--- config.mk ---
export PLATFORM = sky130hd
export DESIGN_NAME = safety_fault_supervisor
export DESIGN_NICKNAME = d
export VERILOG_FILES = /design/src/include/fault_sup_pkg.sv /design/src/hdl/safety_fault_supervisor.sv /design/src/hdl/self_test_seq.sv
export SDC_FILE = /design/constraint.sdc
export NUM_CORES = 1
export LEC_CHECK = 0
export BUFFER_PORTS_ARGS = -buffer_cell sky130_fd_sc_hd__buf_2
export CAP_MARGIN = 20
export CORE_AREA = 2 2 169 155
export DETAILED_ROUTE_END_ITERATION = 10
export DIE_AREA = 0 0 171 157
export MAX_ROUTING_LAYER = met4
export PLACE_DENSITY_LB_ADDON = 0.15
export SETUP_SLACK_MARGIN = 0.02
export SYNTH_ARGS = -nofsm -noshare
export SYNTH_HDL_FRONTEND = slang
export SYNTH_SLANG_ARGS = --single-unit
--- constraint.sdc ---
create_clock -name pclk -period 3.2 [get_ports pclk]
set_input_delay 0.32 -clock pclk [delete_from_list [all_inputs] [get_ports pclk]]
set_output_delay 0.32 -clock pclk [all_outputs]
set_load 0.03 [all_outputs]
--- src/include/fault_sup_pkg.sv ---
// Package: register map, cause codes, fields and timing for the fault supervisor
package fault_sup_pkg;
  // Register byte offsets
  localparam logic [7:0] OFS_CAUSE    = 8'h00;
  localparam logic [7:0] OFS_DETAIL_A = 8'h04;
  localparam logic [7:0] OFS_DETAIL_B = 8'h08;
  localparam logic [7:0] OFS_CTRL     = 8'h0c;
  localparam logic [7:0] OFS_STATUS   = 8'h10;
  localparam logic [7:0] OFS_IRQ_STAT = 8'h14;
  localparam logic [7:0] OFS_IRQ_MASK = 8'h18;
  localparam logic [7:0] OFS_CH_FAULT = 8'h1c;
  localparam logic [7:0] OFS_OUT_CMD  = 8'h20;
  localparam logic [7:0] OFS_RETRIES  = 8'h24;
  // Cause codes, in diagnostic index order 0..7
  localparam logic [15:0] CAUSE_SEQ      = 16'h5af1;
  localparam logic [15:0] CAUSE_ADDR     = 16'h5af2;
  localparam logic [15:0] CAUSE_CMP      = 16'h5af3;
  localparam logic [15:0] CAUSE_RTC      = 16'h5af4;
  localparam logic [15:0] CAUSE_DUALINIT = 16'h5af5;
  localparam logic [15:0] CAUSE_WDOG     = 16'h5af6;
  localparam logic [15:0] CAUSE_MEMTIME  = 16'h5af7;
  localparam logic [15:0] CAUSE_RAM      = 16'h5af8;
  localparam logic [15:0] CAUSE_NONE     = 16'h0000;
  // Control register fields
  localparam int CTRL_RUN_REQ   = 0;
  localparam int CTRL_AUTOSTART = 1;
  localparam int CTRL_MOD_FAULT = 2;
  // Interrupt bit positions
  localparam int IRQ_CPU_ERR  = 0;
  localparam int IRQ_CH_FAULT = 1;
  localparam int IRQ_MOD_ERR  = 2;
  localparam int IRQ_MOD_OK   = 3;
  localparam int IRQ_WIDTH    = 4;
  // Timing
  localparam int CLK_HZ         = 10_000_000;
  localparam int MOD_RESET_NS   = 1000;
  localparam int MOD_RESET_CYC  = (MOD_RESET_NS * (CLK_HZ / 1_000_000) + 999) / 1000;
  localparam int MEMCHK_HOURS   = 8;
  localparam longint MEMCHK_CYC = longint'(MEMCHK_HOURS) * 3600 * CLK_HZ;
  // Self-test engine length in cycles
  localparam int SELFTEST_CYC   = 16;
endpackage

--- src/hdl/safety_fault_supervisor.sv ---
// Safety fault supervisor: processor error capture and I/O module recovery
//
// The register addresses and the APB register port were left to the implementer.
`timescale 1ns/1ns
// Contract
// RULE1: Any processor diagnostic error enters error state, all safety outputs go safe.
// RULE2: After power is reapplied, self-test runs before any normal operation.
// RULE3: Cause codes 5af1..5af4: sequence, address, comparison, real-time clock faults.
// RULE4: Cause codes 5af5..5af8: dual init, watchdog, 8-hour memory check, RAM.
// RULE5: Two detail words follow the cause word with extra fault detail.
// RULE6: With autostart, a persisting fault after restart re-enters error and stops.
// RULE7: Operator withholds the application to read diagnostic words after a fault.
// RULE8: A faulty channel goes safe while other channels keep operating.
// RULE9: Each detected channel fault is visible in readable status registers.
// RULE10: Module fault forces safe state, then reset, restart and self-test.
// RULE11: Passing self-test resumes normal operation and commanded outputs.
// RULE12: Failing self-test resets again and repeats the sequence.
// RULE13: A hot-swapped module starts automatically after successful self-test.
// RULE14: Application must tolerate an I/O module restarting on its own.
// RULE15: Safe output state is logic 0, regardless of configured timeout state.
// RULE16: Cause word survives power cycle and self-test for later reading.
module safety_fault_supervisor
  import fault_sup_pkg::*;
#(
  parameter int     NUM_CH     = 8,
  parameter int     RESET_CYC  = MOD_RESET_CYC,
  parameter longint MEMCHK_MAX = MEMCHK_CYC
) (
  // APB
  input  wire logic              pclk,
  input  wire logic              presetn,
  input  wire logic              psel,
  input  wire logic              penable,
  input  wire logic              pwrite,
  input  wire logic [7:0]        paddr,
  input  wire logic [31:0]       pwdata,
  output logic      [31:0]       prdata,
  output logic                   pready,
  output logic                   pslverr,
  // Power and diagnostics pins
  input  wire logic              power_good,
  input  wire logic [7:0]        cpu_diag_err,
  input  wire logic              memchk_active,
  input  wire logic [15:0]       diag_detail_a_in,
  input  wire logic [15:0]       diag_detail_b_in,
  input  wire logic [NUM_CH-1:0] ch_fault_in,
  input  wire logic              mod_fault_in,
  input  wire logic              selftest_ok_in,
  input  wire logic              module_present,
  // Outputs
  output logic [NUM_CH-1:0]      safety_out,
  output logic                   cpu_running,
  output logic                   cpu_error,
  output logic                   module_reset_n,
  output logic                   irq
);
  typedef enum logic [3:0] {
    CPU_TEST  = 4'b0001,
    CPU_STOP  = 4'b0010,
    CPU_RUN   = 4'b0100,
    CPU_ERROR = 4'b1000
  } cpu_state_t;

  typedef enum logic [3:0] {
    MOD_RESET = 4'b0001,
    MOD_TEST  = 4'b0010,
    MOD_RUN   = 4'b0100,
    MOD_SAFE  = 4'b1000
  } mod_state_t;

  // Priority encoder of diagnostic lines to cause code
  function automatic logic [15:0] cause_of(input logic [7:0] e);
    logic [15:0] c;
    c = CAUSE_NONE;
    if      (e[0]) c = CAUSE_SEQ;
    else if (e[1]) c = CAUSE_ADDR;
    else if (e[2]) c = CAUSE_CMP;
    else if (e[3]) c = CAUSE_RTC;
    else if (e[4]) c = CAUSE_DUALINIT;
    else if (e[5]) c = CAUSE_WDOG;
    else if (e[6]) c = CAUSE_MEMTIME;
    else if (e[7]) c = CAUSE_RAM;
    return c;
  endfunction

  // Input synchronisers
  logic [7:0]        diag_s1_ff, diag_s2_ff;
  logic [NUM_CH-1:0] chf_s1_ff, chf_s2_ff;
  logic [4:0]        misc_s1_ff, misc_s2_ff;
  logic [15:0]       det_a_s1_ff, det_a_s2_ff, det_b_s1_ff, det_b_s2_ff;
  always_ff @(posedge pclk or negedge presetn) begin
    if (!presetn) begin
      diag_s1_ff <= '0;
      diag_s2_ff <= '0;
      chf_s1_ff  <= '0;
      chf_s2_ff  <= '0;
      misc_s1_ff <= '0;
      misc_s2_ff <= '0;
      det_a_s1_ff <= '0;
      det_a_s2_ff <= '0;
      det_b_s1_ff <= '0;
      det_b_s2_ff <= '0;
    end else begin
      diag_s1_ff <= cpu_diag_err;
      diag_s2_ff <= diag_s1_ff;
      chf_s1_ff  <= ch_fault_in;
      chf_s2_ff  <= chf_s1_ff;
      misc_s1_ff <= {power_good, memchk_active, mod_fault_in, selftest_ok_in,
                     module_present};
      misc_s2_ff <= misc_s1_ff;
      // Same depth as the diagnostic lines, so detail and cause stay aligned
      det_a_s1_ff <= diag_detail_a_in;
      det_a_s2_ff <= det_a_s1_ff;
      det_b_s1_ff <= diag_detail_b_in;
      det_b_s2_ff <= det_b_s1_ff;
    end
  end
  logic pwr_ok, memchk_on, mod_fault, st_ok, present;
  assign {pwr_ok, memchk_on, mod_fault, st_ok, present} = misc_s2_ff;

  // Registers
  cpu_state_t            cpu_ff;
  mod_state_t            mod_ff;
  logic [15:0]           cause_ff, detail_a_ff, detail_b_ff;
  logic [2:0]            ctrl_ff;
  logic [IRQ_WIDTH-1:0]  irq_stat_ff, irq_mask_ff;
  logic [NUM_CH-1:0]     ch_fault_ff, out_cmd_ff;
  logic [7:0]            retries_ff;
  logic [15:0]           rst_cnt_ff;
  logic [47:0]           memchk_cnt_ff;
  logic                  pwr_prev_ff, present_prev_ff;
  logic [31:0]           prdata_ff;

  // APB decode
  logic wr_en, rd_en;
  assign wr_en   = psel & penable & pwrite;
  assign rd_en   = psel & penable & ~pwrite;
  assign pready  = 1'b1;
  logic addr_ok;
  assign addr_ok = (paddr <= OFS_RETRIES) && (paddr[1:0] == 2'b00);
  assign pslverr = psel & penable & ~addr_ok;

  // Memory check run time guard, overrun raises its own diagnostic
  logic memchk_over;
  assign memchk_over = memchk_cnt_ff >= 48'(MEMCHK_MAX);
  always_ff @(posedge pclk or negedge presetn) begin
    if (!presetn)
      memchk_cnt_ff <= '0;
    else if (!memchk_on)
      memchk_cnt_ff <= '0;
    else if (!memchk_over)
      memchk_cnt_ff <= memchk_cnt_ff + 48'd1;
  end

  logic [7:0] diag_all;
  assign diag_all = {diag_s2_ff[7], diag_s2_ff[6] | memchk_over, diag_s2_ff[5:0]};
  logic       any_diag;
  assign any_diag = |diag_all;

  // Power cycle detection: a rising power_good means power was reapplied
  logic pwr_rise;
  assign pwr_rise = pwr_ok & ~pwr_prev_ff;
  always_ff @(posedge pclk or negedge presetn) begin
    if (!presetn) begin
      pwr_prev_ff     <= 1'b0;
      present_prev_ff <= 1'b0;
    end else begin
      pwr_prev_ff     <= pwr_ok;
      present_prev_ff <= present;
    end
  end

  // Processor self-test engine
  logic cpu_st_start, cpu_st_busy, cpu_st_done, cpu_st_pass;
  assign cpu_st_start = (cpu_ff == CPU_TEST) & ~cpu_st_busy & ~cpu_st_done & pwr_ok;
  self_test_seq #(.TEST_CYC(SELFTEST_CYC)) u_cpu_test (
    .pclk    (pclk),
    .presetn (presetn),
    .start   (cpu_st_start),
    .test_ok (~any_diag),
    .busy    (cpu_st_busy),
    .done    (cpu_st_done),
    .pass    (cpu_st_pass)
  );

  // Processor state machine
  cpu_state_t nxt_cpu;
  always_comb begin
    nxt_cpu = cpu_ff;
    case (cpu_ff)
      CPU_TEST: begin
        if (!pwr_ok)
          nxt_cpu = CPU_STOP;
        else if (cpu_st_done && !cpu_st_pass)
          nxt_cpu = CPU_ERROR; // RULE6
        else if (cpu_st_done)
          nxt_cpu = ctrl_ff[CTRL_AUTOSTART] ? CPU_RUN : CPU_STOP;
      end
      CPU_STOP: begin
        if (pwr_rise)
          nxt_cpu = CPU_TEST; // RULE2
        else if (any_diag)
          nxt_cpu = CPU_ERROR;
        else if (ctrl_ff[CTRL_RUN_REQ] && pwr_ok)
          nxt_cpu = CPU_RUN;
      end
      CPU_RUN: begin
        if (any_diag)
          nxt_cpu = CPU_ERROR; // RULE1
        else if (!pwr_ok)
          nxt_cpu = CPU_STOP;
      end
      CPU_ERROR: begin
        // Only a power cycle leaves the error state
        if (pwr_rise)
          nxt_cpu = CPU_TEST; // RULE2
      end
      default: nxt_cpu = CPU_ERROR;
    endcase
  end
  always_ff @(posedge pclk or negedge presetn) begin
    if (!presetn)
      cpu_ff <= CPU_TEST;
    else
      cpu_ff <= nxt_cpu;
  end

  // Error capture; not cleared by power cycle or self-test
  logic cpu_err_entry;
  assign cpu_err_entry = (nxt_cpu == CPU_ERROR) && (cpu_ff != CPU_ERROR);
  always_ff @(posedge pclk or negedge presetn) begin
    if (!presetn) begin
      cause_ff    <= CAUSE_NONE;
      detail_a_ff <= 16'h0000;
      detail_b_ff <= 16'h0000;
    end else if (cpu_err_entry) begin
      cause_ff    <= cause_of(diag_all); // RULE3 RULE4 RULE16
      detail_a_ff <= det_a_s2_ff;        // RULE5
      detail_b_ff <= det_b_s2_ff;        // RULE5
    end
  end

  // Settling wait: the module result needs time to cross the synchroniser,
  // otherwise every test would see the stale reset-time result and fail
  logic [1:0] settle_ff;
  always_ff @(posedge pclk or negedge presetn) begin
    if (!presetn)
      settle_ff <= 2'b00;
    else if (mod_ff != MOD_TEST)
      settle_ff <= 2'b00;
    else if (settle_ff != 2'b11)
      settle_ff <= settle_ff + 2'b01;
  end

  // I/O module self-test engine
  logic mod_st_start, mod_st_busy, mod_st_done, mod_st_pass;
  assign mod_st_start = (mod_ff == MOD_TEST) & (settle_ff == 2'b11) & ~mod_st_busy
                        & ~mod_st_done;
  self_test_seq #(.TEST_CYC(SELFTEST_CYC)) u_mod_test (
    .pclk    (pclk),
    .presetn (presetn),
    .start   (mod_st_start),
    .test_ok (st_ok),
    .busy    (mod_st_busy),
    .done    (mod_st_done),
    .pass    (mod_st_pass)
  );

  // I/O module state machine
  logic mod_fault_any, insert;
  assign mod_fault_any = mod_fault | ctrl_ff[CTRL_MOD_FAULT];
  assign insert = present & ~present_prev_ff;
  logic rst_done;
  assign rst_done = rst_cnt_ff == 16'(RESET_CYC - 1);
  mod_state_t nxt_mod;
  always_comb begin
    nxt_mod = mod_ff;
    case (mod_ff)
      MOD_SAFE: begin
        if (present)
          nxt_mod = MOD_RESET; // RULE10
      end
      MOD_RESET: begin
        if (!present)
          nxt_mod = MOD_SAFE;
        else if (rst_done)
          nxt_mod = MOD_TEST; // RULE10
      end
      MOD_TEST: begin
        if (!present)
          nxt_mod = MOD_SAFE;
        else if (mod_st_done && mod_st_pass)
          nxt_mod = MOD_RUN; // RULE11 RULE13
        else if (mod_st_done)
          nxt_mod = MOD_RESET; // RULE12
      end
      MOD_RUN: begin
        if (!present || mod_fault_any)
          nxt_mod = MOD_SAFE; // RULE10
        else if (insert)
          nxt_mod = MOD_RESET;
      end
      default: nxt_mod = MOD_SAFE;
    endcase
  end
  always_ff @(posedge pclk or negedge presetn) begin
    if (!presetn)
      mod_ff <= MOD_SAFE;
    else
      mod_ff <= nxt_mod;
  end
  always_ff @(posedge pclk or negedge presetn) begin
    if (!presetn)
      rst_cnt_ff <= 16'h0000;
    else if (mod_ff != MOD_RESET)
      rst_cnt_ff <= 16'h0000;
    else if (!rst_done)
      rst_cnt_ff <= rst_cnt_ff + 16'h0001;
  end
  always_ff @(posedge pclk or negedge presetn) begin
    if (!presetn)
      retries_ff <= 8'h00;
    else if (mod_ff == MOD_RUN)
      retries_ff <= 8'h00;
    else if (mod_ff == MOD_TEST && mod_st_done && !mod_st_pass && retries_ff != 8'hff)
      retries_ff <= retries_ff + 8'h01; // RULE12
  end

  // Sticky channel faults, cleared by writing one; a new fault wins
  logic ch_wr;
  assign ch_wr = wr_en && paddr == OFS_CH_FAULT;
  always_ff @(posedge pclk or negedge presetn) begin
    if (!presetn)
      ch_fault_ff <= '0;
    else
      ch_fault_ff <= (ch_fault_ff & ~(ch_wr ? pwdata[NUM_CH-1:0] : '0)) | chf_s2_ff; // RULE9
  end

  // Software registers
  always_ff @(posedge pclk or negedge presetn) begin
    if (!presetn) begin
      ctrl_ff     <= 3'b000;
      irq_mask_ff <= '0;
      out_cmd_ff  <= '0;
    end else if (wr_en) begin
      case (paddr)
        OFS_CTRL:     ctrl_ff     <= pwdata[2:0];
        OFS_IRQ_MASK: irq_mask_ff <= pwdata[IRQ_WIDTH-1:0];
        OFS_OUT_CMD:  out_cmd_ff  <= pwdata[NUM_CH-1:0];
        default:      ctrl_ff     <= ctrl_ff;
      endcase
    end
  end

  // Interrupt status; set beats write-one-to-clear
  logic [IRQ_WIDTH-1:0] irq_evt;
  assign irq_evt = {(mod_ff == MOD_TEST) && mod_st_done && mod_st_pass,
                    (nxt_mod == MOD_SAFE) && (mod_ff == MOD_RUN),
                    |(chf_s2_ff & ~ch_fault_ff),
                    cpu_err_entry};
  always_ff @(posedge pclk or negedge presetn) begin
    if (!presetn)
      irq_stat_ff <= '0;
    else if (wr_en && paddr == OFS_IRQ_STAT)
      irq_stat_ff <= (irq_stat_ff & ~pwdata[IRQ_WIDTH-1:0]) | irq_evt;
    else
      irq_stat_ff <= irq_stat_ff | irq_evt;
  end
  assign irq = |(irq_stat_ff & irq_mask_ff);

  // Read data
  always_ff @(posedge pclk or negedge presetn) begin
    if (!presetn)
      prdata_ff <= 32'h0000_0000;
    else if (psel && !penable && !pwrite) begin
      case (paddr)
        OFS_CAUSE:    prdata_ff <= {16'h0000, cause_ff};
        OFS_DETAIL_A: prdata_ff <= {16'h0000, detail_a_ff};
        OFS_DETAIL_B: prdata_ff <= {16'h0000, detail_b_ff};
        OFS_CTRL:     prdata_ff <= {29'h0, ctrl_ff};
        OFS_STATUS:   prdata_ff <= {24'h0, mod_ff, cpu_ff};
        OFS_IRQ_STAT: prdata_ff <= {28'h0, irq_stat_ff};
        OFS_IRQ_MASK: prdata_ff <= {28'h0, irq_mask_ff};
        OFS_CH_FAULT: prdata_ff <= 32'(ch_fault_ff);
        OFS_OUT_CMD:  prdata_ff <= 32'(out_cmd_ff);
        OFS_RETRIES:  prdata_ff <= {24'h0, retries_ff};
        default:      prdata_ff <= 32'h0000_0000;
      endcase
    end
  end
  assign prdata = rd_en ? prdata_ff : 32'h0000_0000;

  // Safety outputs: safe is 0; registered so no glitch reaches the field
  logic [NUM_CH-1:0] nxt_out;
  always_comb begin
    nxt_out = out_cmd_ff & ~chf_s2_ff; // RULE8
    if (cpu_ff != CPU_RUN || nxt_cpu == CPU_ERROR)
      nxt_out = '0; // RULE1 RULE15
    if (mod_ff != MOD_RUN || mod_fault_any)
      nxt_out = '0; // RULE10 RULE15
  end
  logic [NUM_CH-1:0] out_ff;
  always_ff @(posedge pclk or negedge presetn) begin
    if (!presetn)
      out_ff <= '0;
    else
      out_ff <= nxt_out; // RULE11
  end
  assign safety_out     = out_ff;
  assign cpu_running    = cpu_ff == CPU_RUN;
  assign cpu_error      = cpu_ff == CPU_ERROR;
  assign module_reset_n = mod_ff != MOD_RESET;
endmodule

--- src/hdl/self_test_seq.sv ---
// Power-up self-test sequencer: runs a fixed test, reports pass or fail
`timescale 1ns/1ns
module self_test_seq
  import fault_sup_pkg::*;
#(
  parameter int TEST_CYC = SELFTEST_CYC
) (
  // Clock and reset
  input  wire logic pclk,
  input  wire logic presetn,
  // Control
  input  wire logic start,
  input  wire logic test_ok,
  // Result
  output logic      busy,
  output logic      done,
  output logic      pass
);
  logic [7:0] cnt_ff;
  logic       bad_ff;
  logic       busy_ff;
  logic       done_ff;
  logic       pass_ff;

  always_ff @(posedge pclk or negedge presetn) begin
    if (!presetn) begin
      cnt_ff  <= 8'h00;
      bad_ff  <= 1'b0;
      busy_ff <= 1'b0;
      done_ff <= 1'b0;
      pass_ff <= 1'b0;
    end else begin
      done_ff <= 1'b0;
      if (start && !busy_ff) begin
        busy_ff <= 1'b1;
        cnt_ff  <= 8'h00;
        bad_ff  <= 1'b0;
      end else if (busy_ff) begin
        // Any failing sample during the run fails the whole test
        if (!test_ok)
          bad_ff <= 1'b1;
        if (cnt_ff == 8'(TEST_CYC - 1)) begin
          busy_ff <= 1'b0;
          done_ff <= 1'b1;
          pass_ff <= ~bad_ff & test_ok;
        end else begin
          cnt_ff <= cnt_ff + 8'h01;
        end
      end
    end
  end

  assign busy = busy_ff;
  assign done = done_ff;
  assign pass = pass_ff;
endmodule

Word-level counts from Yosys, hierarchy flattened
Index checks and enable logic that the tools add are counted.
{"block": "word_totals", "ff_bits": 329, "in_bits": 98, "out_inout_bits": 46}
{"block": "classes", "order_cmp": 2, "bitwise_logic": 41, "reduce_logical": 45, "n_eq_ne": 35, "add_sub_neg": 6, "muxes": 66}
{"cell": "16-bit case mux with 10 select lines", "n": 1}
{"cell": "15-bit 2-to-1 mux", "n": 8}
{"cell": "48-bit 2-to-1 mux", "n": 2}
{"cell": "8-bit 2-to-1 mux", "n": 11}
{"cell": "4-bit 2-to-1 mux", "n": 18}
{"cell": "48-bit by 1-bit adder with 48-bit output (second input constant)", "n": 1}
{"cell": "48-bit by 39-bit greater-or-equal comparator with 1-bit output (second input constant)", "n": 1}
{"cell": "8-bit by 4-bit equality test with 1-bit output (second input constant)", "n": 4}
{"cell": "8-bit by 5-bit equality test with 1-bit output (second input constant)", "n": 4}
{"cell": "16-bit 2-to-1 mux", "n": 2}
{"cell": "32-bit 2-to-1 mux", "n": 1}
{"cell": "4-bit case mux with 4 select lines", "n": 2}
{"cell": "8-bit by 1-bit adder with 8-bit output (second input constant)", "n": 3}
{"cell": "8-bit bitwise AND", "n": 3}
{"cell": "8-bit NOT", "n": 3}
{"cell": "1-bit 2-to-1 mux", "n": 18}
{"cell": "16-bit by 1-bit adder with 16-bit output (second input constant)", "n": 1}
{"cell": "16-bit by 4-bit equality test with 1-bit output (second input constant)", "n": 1}
{"cell": "4-bit equality test (second input constant)", "n": 4}
{"cell": "8-bit by 6-bit equality test with 1-bit output (second input constant)", "n": 2}
{"cell": "1-bit logical AND", "n": 16}
{"cell": "8-bit OR reduction", "n": 2}
{"cell": "1-bit bitwise AND", "n": 14}
{"cell": "2-bit AND reduction", "n": 7}
{"cell": "29 further kinds", "n": 66}

Depth between registers and ports, before layout
{"block": "logic_depth", "depth_word": 10, "mapped_depth": 9, "mapped_depth_nobuf": 8}

By module
From an unflattened synthesis, not the netlist that was laid out.
{"block": "hier_totals", "hier_cells": 1057, "area_unflattened_um2": 12428.2}
{"mod": "safety_fault_supervisor", "area_each_um2": 11167.0, "n_inst": 1, "cells_per_inst": 933, "seq_area_each_um2": 6959.2}
{"mod": "self_test_seq", "area_each_um2": 630.6, "n_inst": 2, "cells_per_inst": 62, "seq_area_each_um2": 300.3}

Worst setup path after synthesis
OpenSTA, ideal clock, no wires.
{"block": "synth_timing", "path_kind": "register to register", "from": "register cpu_ff[3]", "to": "register detail_a_ff[10]", "t_required_ns": 3.075, "setup_slack_ns": 0.285, "n_path_buf": 3, "period_less_slack_ns": 2.915, "path_stages_with_launch": 8, "t_arrival_ns": 2.790, "path_cell_list": "dfrtp_1 -> clkbuf_1 -> nor4_1 -> nor2_1 -> o22a_1 -> buf_6 -> buf_6 -> mux2_4"}
{"item": "from (decl)", "line_no": "safety_fault_supervisor.sv:122", "text": "cpu_state_t cpu_ff;"}
{"item": "from (signal assigned)", "line_no": "safety_fault_supervisor.sv:225", "text": "cpu_ff <= nxt_cpu;"}
{"item": "4-bit by 3-bit equality test with 1-bit output"}
{"item": "named net cpu_running", "line_no": "safety_fault_supervisor.sv:52", "text": "output logic cpu_running,"}
{"item": "4-bit case mux with 4 select lines", "line_no": "safety_fault_supervisor.sv:190", "text": "case (cpu_ff)"}
{"item": "4-bit equality test", "line_no": "safety_fault_supervisor.sv:230", "text": "assign cpu_err_entry = (nxt_cpu == CPU_ERROR) && (cpu_ff != CPU_ERROR);"}
{"item": "1-bit logical AND", "line_no": "safety_fault_supervisor.sv:230"}
{"item": "to (signal assigned)", "line_no": "safety_fault_supervisor.sv:238", "text": "detail_a_ff <= det_a_s2_ff;"}
{"item": "to (decl)", "line_no": "safety_fault_supervisor.sv:124", "text": "logic [15:0] cause_ff, detail_a_ff, detail_b_ff;"}
The timed path passes the listed nets, and every way through them passes these cells.
A chain may end at the register's enable or synchronous reset.

Worst setup path in the final report
{"block": "layout_timing", "from": "register memchk_cnt_ff[36]", "to": "register detail_a_ff[6]"}
{"block": "layout_via", "elab_chain_cells": 8}
{"item": "from (decl)", "line_no": "safety_fault_supervisor.sv:130", "text": "logic [47:0] memchk_cnt_ff;"}
{"item": "from (signal assigned)", "line_no": "safety_fault_supervisor.sv:152", "text": "memchk_cnt_ff <= memchk_cnt_ff + 48'd1;"}
{"item": "48-bit by 39-bit greater-or-equal comparator with 1-bit output (*)", "line_no": "safety_fault_supervisor.sv:145", "text": "assign memchk_over = memchk_cnt_ff >= 48'(MEMCHK_MAX);"}
{"item": "1-bit OR (*)", "line_no": "safety_fault_supervisor.sv:156", "text": "assign diag_all = {diag_s2_ff[7], diag_s2_ff[6] | memchk_over, diag_s2_ff[5:0]};"}
{"item": "8-bit OR reduction (*)", "line_no": "safety_fault_supervisor.sv:158", "text": "assign any_diag = |diag_all;"}
{"item": "4-bit 2-to-1 mux", "line_no": "safety_fault_supervisor.sv:202", "text": "else if (any_diag)"}
{"item": "4-bit 2-to-1 mux", "line_no": "safety_fault_supervisor.sv:200", "text": "if (pwr_rise)"}
{"item": "4-bit case mux with 4 select lines (*)", "line_no": "safety_fault_supervisor.sv:190"}
{"item": "4-bit equality test (*)", "line_no": "safety_fault_supervisor.sv:230"}
{"item": "1-bit logical AND (*)", "line_no": "safety_fault_supervisor.sv:230"}
Every way passes the cells marked *; elsewhere a longest branch is shown, timed or not.

==> impl_metrics.csv <==
group,metric,value,unit
status,status,"finished, final reports clean",
floorplanning,dieHeight,157,um
cells_and_area,drive_gt1_share,19.6,%
clock_tree,clk_pin_slew,60,ps
floorplanning,die_w,171,um
power_and_ir_drop,p_per_area,606,mW/mm^2
clock_tree,cts_tree,"yes",
floorplanning,die-area,0.0268,sq mm
cells_and_area,utilization,60.2,%
clock_tree,clkLatencyLatePin,500,ps
global_routing,grt_use_total,20.3,%
synth,netlist_instances,1052,
global_routing,grt_max_degree,87,
routing,vias,8416,
synth,yosysSeqAreaShare,61.2,%
sta,post-route-period-util,85.9,%
worst_setup_path,cp-start-kind,"register",
sta,worst_clock_skew,9.54,ps
worst_setup_path,cp.required,3580,ps
worst_setup_path,crit_type,"reg2reg",
synth,ys_ff_latch,302,
clock_tree,clockBufferDepth,3,
routing,viasPerCell,5.26,
clock_tree,cts-root-buf,"clkbuf_16",
routing,drc,0,
power_and_ir_drop,p_leak,6.86,nW
min_path,hold_class,"in2reg",
cells_and_area,fin_nets,1341,
routing,wl_per_cell,16.1,um
worst_setup_path,path_max_fanout,21,
cells_and_area,num_antenna_cells,0,
synth,netlist_area,0.0123,sq mm
clock_tree,post_cts_resized,0,
synth,synth_edf_count,0,
global_routing,grt_pass1_wl,42300,um
worst_setup_path,r2r.worst_path.cells,7,
cells_and_area,nFillCells,2084,
place,gp_congestion,0.868,
clock_tree,htree_levels,2,
routing,wl,25700,um
routing,dr.pass1.iters,5,
routing,ant_nets,0,
sta,tightest_slew,744,ps
routing,drt_iter0_markers,751,
synth,synth_warnings,0,
clock_tree,numCtsBuffers,34,
floorplanning,initial_core_util,49.6,%
sta,rsz0062_at_grt,"no",
min_path,whs_path_depth,2,
power_and_ir_drop,finalPower,9.09,mW
floorplanning,io_pins,144,
power_and_ir_drop,irDropWorstVdd,0.000448,V
synth,synth_flop_cell,"dfrtp_1",
sta,drv_slew,0,
synth,ys_types,66,
sta,slew_headroom,50.2,%
sta,finalSetupViolCount,0,
global_routing,antenna_found_initial,0,
global_routing,overflow,0,
sta,tns,0,ps
sta,timing.final.crit_period,2750,ps
floorplanning,coreArea,0.0249,sq mm
clock_tree,cts_sinks,302,
place,place_hpwl,17000,um
synth,avgSynthCellArea,11.7,sq um
job,drv_cap,0,
cells_and_area,fin_cells,1599,
place,portBuffers,102,
worst_setup_path,endpoint_kind,"register",
place,dpl.cell_count,1487,
sta,max_freq,364,MHz
worst_setup_path,critPathArrivalTime,3130,ps
floorplanning,fp-row-count,55,
global_routing,grt_pass1_vias,8220,
synth,async_flop_share,100,%
sta,hold_viol,0,
cells_and_area,area_growth,21.6,%
-- worst paths after layout --
| check | start | endpoint | slack (ps) |
|---|---|---|---|
| max in group asynchronous | presetn | cpu_ff[0] | 1840 |
| worst max register to register | memchk_cnt_ff[36] | detail_a_ff[6] | 450 |
| worst max-delay path | memchk_cnt_ff[36] | detail_a_ff[6] | 450 |
| worst min register to register | misc_s1_ff[3] | misc_s2_ff[3] | 350 |
| worst min-delay path | pwdata[6] | out_cmd_ff[6] | 80 |
| min in group asynchronous | presetn | out_cmd_ff[6] | 410 |
-- cell usage in the layout, fill, tap and decap left out, types with 8 or more instances in the layout --
master / count
dfrtp_1: 300
nor2_1: 114
buf_2: 101
nand2_1: 87
dlygate4sd3_1: 54
nand3_1: 41
xor2_1: 37
mux2_2: 35
clkbuf_16: 35
a21oi_1: 31
and2_1: 30
inv_1: 27
o21ai_0: 25
nand4_1: 22
xnor2_1: 20
a22oi_1: 19
buf_4: 19
mux2_4: 17
conb_1: 17
nor4_1: 16
and3_1: 16
nor3_1: 13
a221oi_1: 12
mux2i_1: 12
nor3b_1: 11
nand2b_1: 10
or3_1: 9
a31oi_1: 8
or4_1: 8
ha_1: 8
clkinv_2: 8
-- stage by stage --
stage	setup slack, ps	cell area, sq um	hold WS [ps]
floorplan	285	12400	24.4
global placement	529	13300	332
detailed placement	479	13300	335
CTS	444	15000	64.7
global route	298	15000	70.6
finish	453	15000	79.6
-- per-layer routing --
metal	vias up	wire, um	GRT usage [%]
li1	4052	-	-
met1	4155	12100	28.2
met2	176	12100	31.4
met3	33	1210	3.62
met4	0	343	4.84
met5	-	0	-
-- registers in the layout, summed over array words and instances (netlist names), 8 cells and up --
register           count
det_b_s2_ff           16
safety_out             8
prdata_ff             16
rst_cnt_ff            16
u_mod_test.cnt_ff      8
diag_s1_ff             8
out_cmd_ff             8
detail_b_ff           16
detail_a_ff           16
ch_fault_ff            8
det_a_s2_ff           16
memchk_cnt_ff         48
det_b_s1_ff           16
chf_s1_ff              8
u_cpu_test.cnt_ff      8
diag_s2_ff             8
chf_s2_ff              8
det_a_s1_ff           16
retries_ff             8
-- repair_timing --
| action | 4_1_cts | 5_1_grt |
|---|---|---|
| endpoints found under the hold margin | 124 | 0 |
| hold buffers | 54 | 0 |
| setup buffers | 0 | 0 |
-- worst max-delay path, cell delays in order, from the launching register on --
cell and delay, ps:
dfrtp_1 430, or4_4 580, nor2_1 320, nand2_1 200, and3_4 240, o22a_2 330
buf_12 200, mux2_4 310
-- cells in the mapped netlist (9+ instances only) --
cell type    n  share of area [%]
dfrtp_1    300                 61
nor2_1     114                3.5
nand2_1     87                2.6
nand3_1     41                1.7
xor2_1      37                2.6
mux2_2      35                3.2
a21oi_1     31                1.3
and2_1      30                1.5
inv_1       27               0.82
o21ai_0     25                1.0
clkbuf_1    23               0.70
nand4_1     22                1.1
xnor2_1     20                1.4
a22oi_1     19                1.2
buf_4       17                1.0
mux2_4      17                2.1
and3_1      16               0.81
nor4_1      16               0.81
nor3_1      13               0.53
a221oi_1    12               0.85
mux2i_1     12               0.97
nor3b_1     12               0.73
nand2b_1    10               0.51
or3_1        9               0.46
-- cell type report --
cell class / instances / area (sq um) / share of cell area [%]
Clock buffer: 44 / 970 / 6.46
Clock inverter: 14 / 176 / 1.18
Inverter: 27 / 101 / 0.675
Multi-Input combinational cell: 691 / 4490 / 29.9
Sequential cell: 302 / 7560 / 50.4
Tap cell: 342 / 428 / 2.85
Timing Repair Buffer: 179 / 1280 / 8.55
-- cells by family (layout without fill, tap and decap cells) --
kind of cell               after synthesis  after routing  synth area share [%]
AOI/OAI and AO/OA                      139            139                  7.64
xor gates and xnor gates                57             57                  4.04
adders and majority gates                8              8                 0.811
buffers and inverters                   74            264                  2.96
DFF                                    302            302                  61.2
muxes                                   66             66                  6.60
other                                    2             17                0.0608
and+or+nand+nor                        404            404                  16.7
-- power breakdown --
| group | switching (mW) | internal, mW |
|---|---|---|
| clock network | 1.49 | 2.45 |
| registers | 0.209 | 4.13 |
| logic | 0.403 | 0.404 |
| total | 2.10 | 6.99 |
(Power assumes the default switching activity.)
